**src/rtl/handler_io_pkg.sv**
```systemverilog
// Package: constants shared by the handler judgment I/O block.
// Assumes a 50 MHz system clock and an AHB-Lite register bus with 32-bit data.
package handler_io_pkg;
   // Register byte offsets
   localparam logic [7:0] CTRL_OFS = 8'h00;
   localparam logic [7:0] RESULT_OFS = 8'h04;
   localparam logic [7:0] ERRSRC_OFS = 8'h08;
   localparam logic [7:0] STATUS_OFS = 8'h0c;
   localparam logic [7:0] IRQ_STAT_OFS = 8'h10;
   localparam logic [7:0] IRQ_MASK_OFS = 8'h14;
   localparam logic [7:0] PANEL_OFS = 8'h18;
   // Control fields
   localparam int CTRL_EXT_MEASURE_TRIGGER_BIT = 0;
   localparam int CTRL_RISING_BIT = 1;
   localparam int CTRL_CONT_MODE_BIT = 2;
   localparam int CTRL_BIN_JUDGE_BIT = 3;
   localparam int CTRL_MEASURE_TRIGGER_BUSY_EN_BIT = 4;
   localparam logic [31:0] CTRL_RESET = 32'h0000_0001;
   // Command (write-only) fields in the status word
   localparam int CMD_ADC_DONE_BIT = 0;
   localparam int CMD_PUBLISH_BIT = 1;
   // Interrupt status bits
   localparam int IRQ_MEASURE_TRIGGER_BIT = 0;
   localparam int IRQ_PANEL_BIT = 1;
   localparam int IRQ_DONE_BIT = 2;
   localparam int IRQ_WIDTH = 3;
   // Error source count
   localparam int ERR_SRC_WIDTH = 5;
   // Result field width: bins 1..10, no-bin, sub-fail and comparator lines
   localparam int RESULT_WIDTH = 16;
   // Judgment output count
   localparam int JUDGE_WIDTH = 12;
   // Settle time before completion, ns, and derived cycles
   localparam int SETTLE_NS = 100;
   localparam int CLK_PERIOD_NS = 20;
   localparam int SETTLE_CYCLES = (SETTLE_NS + CLK_PERIOD_NS - 1) / CLK_PERIOD_NS;
   localparam logic [1:0] HTRANS_NONSEQ = 2'h2;
endpackage

```
**src/rtl/edge_detect.sv**
```systemverilog
// Edge detector for the trigger pin, selectable polarity.
// Assumes the input is synchronous to sys_clk.
`timescale 1ns/1ps
module edge_detect
(
   // Clock and reset
   input wire logic sysClk,
   input wire logic rstN,
   // Level in, edge out
   input wire logic levelIn,
   input wire logic risingSel,
   output logic edgeOut
);
   logic prev_reg;

   always_ff @(posedge sysClk or negedge rstN) begin
      if (!rstN) begin
         prev_reg <= 1'b1;
      end else begin
         prev_reg <= levelIn;
      end
   end

   assign edgeOut = risingSel ? (levelIn & ~prev_reg) : (~levelIn & prev_reg);
endmodule

```
**src/rtl/handler_judgment_io.sv**
```systemverilog
// Handler judgment I/O: isolated handler pins plus AHB-Lite register file.
// Assumes the measurement firmware writes results over the bus and the
// handler drives trigger and panel-load lines synchronously to sys_clk.
//
// Summary of operation
// - Completion low only after all judgment outputs hold their final values.
// - Conversion-done falls when conversion finishes; sample swap allowed afterwards.
// - Error output low on any of five error sources.
// - Continuous mode: overall pass only when all panels in range and bins matched.
// - LCR: shared line gives bin two or main in-range per judgment kind.
// - LCR: shared lines give bins four/six or sub high/low.
// - LCR bin judgment: dedicated line for no bin matched.
// - LCR bin judgment: dedicated line for sub-parameter failure.
// - Continuous: panel one main high, main low, sub in-range lines.
// - Continuous: panel two main in-range and sub high lines.
// - External trigger: one measurement per selected edge taken while idle, or one for any edges taken while settling if enabled; ignored when internal.
//
// The register addresses and the AHB-Lite register port were decided locally.
`timescale 1ns/1ps
module handler_judgment_io
   import handler_io_pkg::*;
(
   // Clock and reset
   input wire logic sys_clk,
   input wire logic reset_n,
   // AHB-Lite slave
   input wire logic hsel,
   input wire logic [7:0] haddr,
   input wire logic [1:0] htrans,
   input wire logic hwrite,
   input wire logic [2:0] hsize,
   input wire logic hready,
   input wire logic [31:0] hwdata,
   output logic [31:0] hrdata,
   output logic hreadyout,
   output logic hresp,
   output logic irq,
   // Handler inputs
   input wire logic measure_trigger,
   input wire logic [6:0] panel_sel_n,
   input wire logic panel_load_strobe_n,
   // Handler outputs
   output logic measure_done_n,
   output logic conversion_done_n,
   output logic error_n,
   output logic [JUDGE_WIDTH-1:0] judge_n,
   output logic [3:0] bin_extra_n,
   output logic no_bin_match_n,
   output logic sub_fail_n
);
   typedef enum logic [1:0] {IDLE_S, MEASURE_S, SETTLE_S} meas_state_t;

   logic rstMeta_reg;
   logic rst_reg;
   logic rstN;
   logic [31:0] ctrl_reg;
   logic [RESULT_WIDTH-1:0] result_reg;
   logic [ERR_SRC_WIDTH-1:0] errSrc_reg;
   logic [IRQ_WIDTH-1:0] irqStat_reg;
   logic [IRQ_WIDTH-1:0] irqMask_reg;
   logic [6:0] panel_reg;
   logic wrPend_reg;
   logic rdPend_reg;
   logic [7:0] addr_reg;
   logic [3:0] settleCnt_reg;
   logic trigPend_reg;
   meas_state_t state_reg;
   logic trigEdge;
   logic trigAccept;
   logic panelStrobePrev_reg;
   logic panelLoad;
   logic adcDoneCmd;
   logic publishCmd;
   logic [IRQ_WIDTH-1:0] irqEvent;
   logic [JUDGE_WIDTH-1:0] judgeNext;
   logic [3:0] binExtraNext;
   logic noBinNext;
   logic subFailNext;
   logic errorNext;
   logic addrPhase;

   // ---------------------------------------------
   // Reset release
   // ---------------------------------------------
   always_ff @(posedge sys_clk or negedge reset_n) begin
      if (!reset_n) begin
         rstMeta_reg <= 1'b0;
         rst_reg <= 1'b0;
      end else begin
         rstMeta_reg <= 1'b1;
         rst_reg <= rstMeta_reg;
      end
   end
   assign rstN = rst_reg;

   // ---------------------------------------------
   // Bus slave
   // ---------------------------------------------
   // Zero wait states: every transfer completes in its data phase
   assign addrPhase = hsel & hready & (htrans == HTRANS_NONSEQ);

   always_ff @(posedge sys_clk or negedge rstN) begin
      if (!rstN) begin
         wrPend_reg <= 1'b0;
         rdPend_reg <= 1'b0;
         addr_reg <= 8'h00;
      end else begin
         wrPend_reg <= addrPhase & hwrite;
         rdPend_reg <= addrPhase & ~hwrite;
         if (addrPhase) begin
            addr_reg <= haddr;
         end
      end
   end

   function automatic logic hit(input logic [7:0] a, input logic [7:0] ofs);
      hit = (a[7:2] == ofs[7:2]);
   endfunction

   assign adcDoneCmd = wrPend_reg & hit(addr_reg, STATUS_OFS) & hwdata[CMD_ADC_DONE_BIT];
   assign publishCmd = wrPend_reg & hit(addr_reg, STATUS_OFS) & hwdata[CMD_PUBLISH_BIT];

   always_ff @(posedge sys_clk or negedge rstN) begin
      if (!rstN) begin
         ctrl_reg <= CTRL_RESET;
         result_reg <= '0;
         errSrc_reg <= '0;
         irqMask_reg <= '0;
      end else if (wrPend_reg) begin
         if (hit(addr_reg, CTRL_OFS)) begin
            ctrl_reg <= {27'h0000000, hwdata[4:0]};
         end
         if (hit(addr_reg, RESULT_OFS)) begin
            result_reg <= hwdata[RESULT_WIDTH-1:0];
         end
         if (hit(addr_reg, ERRSRC_OFS)) begin
            errSrc_reg <= hwdata[ERR_SRC_WIDTH-1:0];
         end
         if (hit(addr_reg, IRQ_MASK_OFS)) begin
            irqMask_reg <= hwdata[IRQ_WIDTH-1:0];
         end
      end
   end

   // Read data registered in the address phase so hrdata comes from a flop
   always_ff @(posedge sys_clk or negedge rstN) begin
      if (!rstN) begin
         hrdata <= 32'h0000_0000;
      end else if (addrPhase & ~hwrite) begin
         unique case (1'b1)
            hit(haddr, CTRL_OFS): hrdata <= ctrl_reg;
            hit(haddr, RESULT_OFS): hrdata <= {16'h0000, result_reg};
            hit(haddr, ERRSRC_OFS): hrdata <= {27'h0000000, errSrc_reg};
            hit(haddr, STATUS_OFS): hrdata <= {28'h0000000, conversion_done_n, measure_done_n, state_reg};
            hit(haddr, IRQ_STAT_OFS): hrdata <= {29'h00000000, irqStat_reg};
            hit(haddr, IRQ_MASK_OFS): hrdata <= {29'h00000000, irqMask_reg};
            hit(haddr, PANEL_OFS): hrdata <= {25'h0000000, panel_reg};
            default: hrdata <= 32'h0000_0000;
         endcase
      end
   end

   always_ff @(posedge sys_clk or negedge rstN) begin
      if (!rstN) begin
         hreadyout <= 1'b1;
         hresp <= 1'b0;
      end else begin
         hreadyout <= 1'b1;
         hresp <= 1'b0;
      end
   end

   // ---------------------------------------------
   // Trigger and panel load
   // ---------------------------------------------
   edge_detect trigDet (
      .sysClk(sys_clk),
      .rstN(rstN),
      .levelIn(measure_trigger),
      .risingSel(ctrl_reg[CTRL_RISING_BIT]),
      .edgeOut(trigEdge)
   );

   // Internal trigger ignores the pin; busy triggers dropped, except while settling when enabled
   assign trigAccept = trigEdge & ctrl_reg[CTRL_EXT_MEASURE_TRIGGER_BIT]
                       & ((state_reg == IDLE_S) | ctrl_reg[CTRL_MEASURE_TRIGGER_BUSY_EN_BIT] & (state_reg == SETTLE_S));

   always_ff @(posedge sys_clk or negedge rstN) begin
      if (!rstN) begin
         panelStrobePrev_reg <= 1'b1;
         panel_reg <= 7'h00;
      end else begin
         panelStrobePrev_reg <= panel_load_strobe_n;
         if (panelLoad) begin
            panel_reg <= ~panel_sel_n;
         end
      end
   end
   assign panelLoad = panelStrobePrev_reg & ~panel_load_strobe_n;

   // ---------------------------------------------
   // Measurement sequence
   // ---------------------------------------------
   always_ff @(posedge sys_clk or negedge rstN) begin
      if (!rstN) begin
         state_reg <= IDLE_S;
         settleCnt_reg <= 4'h0;
         trigPend_reg <= 1'b0;
         measure_done_n <= 1'b1;
         conversion_done_n <= 1'b1;
      end else begin
         unique case (state_reg)
            IDLE_S: begin
               if (trigAccept | trigPend_reg) begin
                  state_reg <= MEASURE_S;
                  trigPend_reg <= 1'b0;
                  measure_done_n <= 1'b1;
                  conversion_done_n <= 1'b1;
               end
            end
            MEASURE_S: begin
               if (adcDoneCmd) begin
                  conversion_done_n <= 1'b0;
               end
               if (publishCmd) begin
                  state_reg <= SETTLE_S;
                  settleCnt_reg <= 4'(SETTLE_CYCLES);
               end
            end
            SETTLE_S: begin
               // Edge taken while settling is kept, so it still gets its measurement
               if (trigAccept) begin
                  trigPend_reg <= 1'b1;
               end
               // Outputs updated on entry; wait so the handler sees them stable first
               if (settleCnt_reg == 4'h0) begin
                  measure_done_n <= 1'b0;
                  conversion_done_n <= 1'b0;
                  state_reg <= IDLE_S;
               end else begin
                  settleCnt_reg <= settleCnt_reg - 4'h1;
               end
            end
         endcase
      end
   end

   // ---------------------------------------------
   // Judgment mapping
   // ---------------------------------------------
   // Result word: [9:0] bins 1..10 or comparator bits, [10] no bin, [11] sub fail,
   // [13:12] extra bin lines, [14] panel one in, [15] panel two in
   always_comb begin
      judgeNext = '0;
      binExtraNext = '0;
      noBinNext = 1'b0;
      subFailNext = 1'b0;
      if (ctrl_reg[CTRL_CONT_MODE_BIT]) begin
         judgeNext[0] = result_reg[0];
         judgeNext[1] = result_reg[1];
         judgeNext[2] = result_reg[2];
         judgeNext[3] = result_reg[14] & result_reg[15] & ~result_reg[10];
         judgeNext[4] = result_reg[4];
         judgeNext[5] = result_reg[5];
         judgeNext[11:6] = result_reg[9:6] == 4'h0 ? 6'h00 : {2'h0, result_reg[9:6]};
      end else if (ctrl_reg[CTRL_BIN_JUDGE_BIT]) begin
         judgeNext[9:0] = result_reg[9:0];
         noBinNext = result_reg[10];
         subFailNext = result_reg[11];
      end else begin
         judgeNext[5:0] = result_reg[5:0];
      end
      binExtraNext = result_reg[13:12] == 2'h0 ? 4'h0 : {2'h0, result_reg[13:12]};
      errorNext = |errSrc_reg;
   end

   // Outputs only change when a result is published, never mid-measurement
   always_ff @(posedge sys_clk or negedge rstN) begin
      if (!rstN) begin
         judge_n <= '1;
         bin_extra_n <= 4'hf;
         no_bin_match_n <= 1'b1;
         sub_fail_n <= 1'b1;
         error_n <= 1'b1;
      end else if (publishCmd && state_reg == MEASURE_S) begin
         judge_n <= ~judgeNext;
         bin_extra_n <= ~binExtraNext;
         no_bin_match_n <= ~noBinNext;
         sub_fail_n <= ~subFailNext;
         error_n <= ~errorNext;
      end
   end

   // ---------------------------------------------
   // Interrupts
   // ---------------------------------------------
   assign irqEvent = {measure_done_n == 1'b1 && state_reg == SETTLE_S && settleCnt_reg == 4'h0,
                      panelLoad, trigAccept};

   always_ff @(posedge sys_clk or negedge rstN) begin
      if (!rstN) begin
         irqStat_reg <= '0;
         irq <= 1'b0;
      end else begin
         // Set wins over a write-one clear in the same cycle
         irqStat_reg <= (irqStat_reg & ~((wrPend_reg & hit(addr_reg, IRQ_STAT_OFS))
                         ? hwdata[IRQ_WIDTH-1:0] : {IRQ_WIDTH{1'b0}})) | irqEvent;
         irq <= |(irqStat_reg & irqMask_reg);
      end
   end
endmodule
```
**config.mk**
```make
export PLATFORM = sky130hd
export DESIGN_NAME = handler_judgment_io
export DESIGN_NICKNAME = d
export VERILOG_FILES = /design/src/rtl/handler_io_pkg.sv /design/src/rtl/edge_detect.sv /design/src/rtl/handler_judgment_io.sv
export SDC_FILE = /design/constraint.sdc
export NUM_CORES = 1
export LEC_CHECK = 0
export BUFFER_PORTS_ARGS = -buffer_cell sky130_fd_sc_hd__clkbuf_2
export CAP_MARGIN = 30
export CELL_PAD_IN_SITES_DETAIL_PLACEMENT = 1
export CELL_PAD_IN_SITES_GLOBAL_PLACEMENT = 1
export CORE_AREA = 2 2 102 104
export DETAILED_ROUTE_END_ITERATION = 10
export DIE_AREA = 0 0 104 106
export PLACE_DENSITY_LB_ADDON = 0.1
export SYNTH_ARGS = -nofsm -noshare
export SYNTH_HDL_FRONTEND = slang
export SYNTH_SLANG_ARGS = --single-unit
```
**constraint.sdc**
```tcl
create_clock -name sys_clk -period 7.35 [get_ports sys_clk]
set_input_delay 1.1025 -clock sys_clk [delete_from_list [all_inputs] [get_ports sys_clk]]
set_output_delay 1.1025 -clock sys_clk [all_outputs]
set_load 0.1 [all_outputs]
```
==> impl_metrics.toml <==
[outcome]
outcome = "finished, final reports clean"

[layout]
diodes = 0
syn2layout_area_growth_pct = 13.5
final_cell_mix = "clkbuf_2 (71), dfrtp_1 (70), mux2_2 (40)"
layout_commonest_cell = "clkbuf_2"
nets = 488
layout-drive-gt1-share_pct = 36.3
finish.utilization_pct = 48.3

[clock_network]
clock_latency_ns = 0.35
cts_made_buffers = 9
h-tree-depth = 3
clockRootBuffer = "clkbuf_8"
clkSlewWorstSetupHoldPaths_ns = 0.09
cts_hold_buf = 0
cts_tree = "done"
postCtsSetupRepairBufs = 0
clkSinkCount = 91
cts.path.max_buffers = 2
postCtsResizedCells = 0

[route]
first_pass_iters = 4
vias_per_cell = 5.15
ant_nets = 0
route.detailed.drc = 0
totalWireLength_um = 9790
routedWlPerCell_um = 17.3
drtIter0Drc = 80
vias = 2916

[floorplanning]
die_y_um = 106
io_pins = 115
num_rows = 37
initial_core_util_pct = 42.5
die_area_sq_mm = 0.0110
fp.dieW_um = 104
coreArea_sq_mm = 0.0100

[yosys]
yosys.cell_types.count = 58
synth_top_area_cell = "dfrtp_1"
ys.flop_type = "dfrtp_1"
avgSynthCellArea_sq_um = 11.9
synth-seq-area-share_pct = 54.1
netlist_area_sq_mm = 0.00425
yosys_warnings = 0
synth_area_leaders = "dfrtp_1 (42%), dfstp_2 (12%), mux2_2 (11%)"
async_flop_share_pct = 100
syn_inst = 357
synth_edf_count = 0
netlist.area_leader.share_pct = 41.8
synth.ff_latch_count = 91

[timing]
rsz0062_at_grt = "no"
period_minus_slack_ns = 3.05
finalHoldViolations = 0
worst_slew_pin_slew_ns = 1.00
skew_ns = 0.00667
final.period_utilization_pct = 41.6
slew_violations = 0
fin_setup_tns_ns = 0
finalSetupViolCount = 0
relSlewSlack_pct = 32.8
fmax_mhz = 327

[placement]
gp_congestion = 0.758
portBuffers = 71
dp_hpwl_um = 7260

[global_route]
grt_start_max_net_pins = 51
grt_overflow = 0
antenna_found_initial = 0
use_met2_pct = 33.7
top_usage_layer = "met2"
grt_pass1_wl_um = 16000
grt_pass1_vias = 3151
grt_util_met3_pct = 2.45
grtUsageMet1_pct = 22.2
grt_util_all_layers_pct = 18.5

[critical_path]
crit_type = "in2reg"
critPathCaptureType = "register"
r2r_cells = 4
crit_required_ns = 7.64
start_kind = "input pin"
r2r_end = "ctrl_reg[4]$_DFFE_PN0P_"
critical_path_arrival_ns = 3.35
r2r_start = "addr_reg[7]$_DFFE_PN0P_"
regToRegSetupSlack_ns = 4.96
crit_fanout = 20

[min_path]
holdCritPathClass = "reg2async"

[power]
power.density_mw_per_mm2 = 244
ir_drop_mv = 0.106
power.leakage_nw = 2.28

[flow_run]
max_cap_viol_count = 0
worst max-delay path: stages:
cell      delay [ns]
clkbuf_2        0.08
nand4b_1        0.45
nand2b_1        0.71
nor2b_1         0.77
a22o_1          0.23
routing by layer:
| metal | part of all wire (%) | vias up | wire length [um] |
|---|---|---|---|
| li1 | - | 1385 | - |
| met1 | 43 | 1458 | 4200 |
| met2 | 52 | 61 | 5140 |
| met3 | 3.1 | 12 | 307 |
| met4 | 1.5 | 0 | 146 |
| met5 | 0 | - | 0 |
synth_stat cells, types with 4 or more instances:
master,count
clkbuf_1,11
inv_1,12
nor2b_1,5
o21ai_0,31
a22o_1,18
nor2_1,10
dfrtp_1,71
buf_4,23
nand2b_1,4
ha_1,4
dfstp_2,20
nand2_1,27
mux2_2,40
a21oi_1,7
mux2i_1,6
nor3_1,7
area by class of cell:
cell class / count / area (sq um)
tap: 136 / 170
timing repair buffer: 72 / 363
clock buffer: 12 / 145
fill: 1140 / 5170
clock inverter: 4 / 50.0
sequential: 91 / 2310
multi-input combinational: 239 / 1750
inverter: 12 / 45.0
report_power, final:
group / leakage, nW / switching, mW / internal, mW
clock: 0.0926 / 0.173 / 0.166
sequential: 1.13 / 0.0483 / 0.546
combinational: 1.06 / 0.173 / 0.0711
stage by stage:
stage / area, sq um / hold slack [ns] / cells / power (mW) / setup WS, ns
final: 4830 / 0.323 / 566 / 1.18 / 4.30
after global routing: 4830 / 0.368 / 566 / 1.23 / 4.07
after global placement: 4630 / 0.334 / 550 / 0.844 / 3.90
after CTS: 4830 / 0.348 / 566 / 1.19 / 4.24
after detailed placement: 4630 / 0.337 / 550 / 0.851 / 3.88
after floorplan: 4330 / 0.331 / 378 / 0.799 / 4.66
how the worst max path moves through the flow:
| stage | start | endpoint | depth (start not counted) |
|---|---|---|---|
| finish | htrans[0] | hrdata[12]$_DFFE_PN0P_ | 5 |
| global route | htrans[0] | hrdata[8]$_DFFE_PN0P_ | 5 |
| CTS | htrans[0] | hrdata[12]$_DFFE_PN0P_ | 5 |
| detailed placement | htrans[0] | hrdata[12]$_DFFE_PN0P_ | 5 |
| global placement | htrans[0] | hrdata[13]$_DFFE_PN0P_ | 5 |
| floorplan | rstN$_DFF_PN0_ | addr_reg[2]$_DFFE_PN0P_ | 0 |
cell families after synthesis:
family | after synthesis | synth area share (%)
flip-flops | 91 | 54.1
AND/OR/NAND/NOR | 80 | 11.1
adder cells (fa/ha/maj) | 4 | 1.18
buffers and inverters | 48 | 6.62
multiplexers | 50 | 13.5
other | 2 | 0.177
AO/OA/AOI/OAI | 82 | 13.3
(Power assumes the default switching activity.)
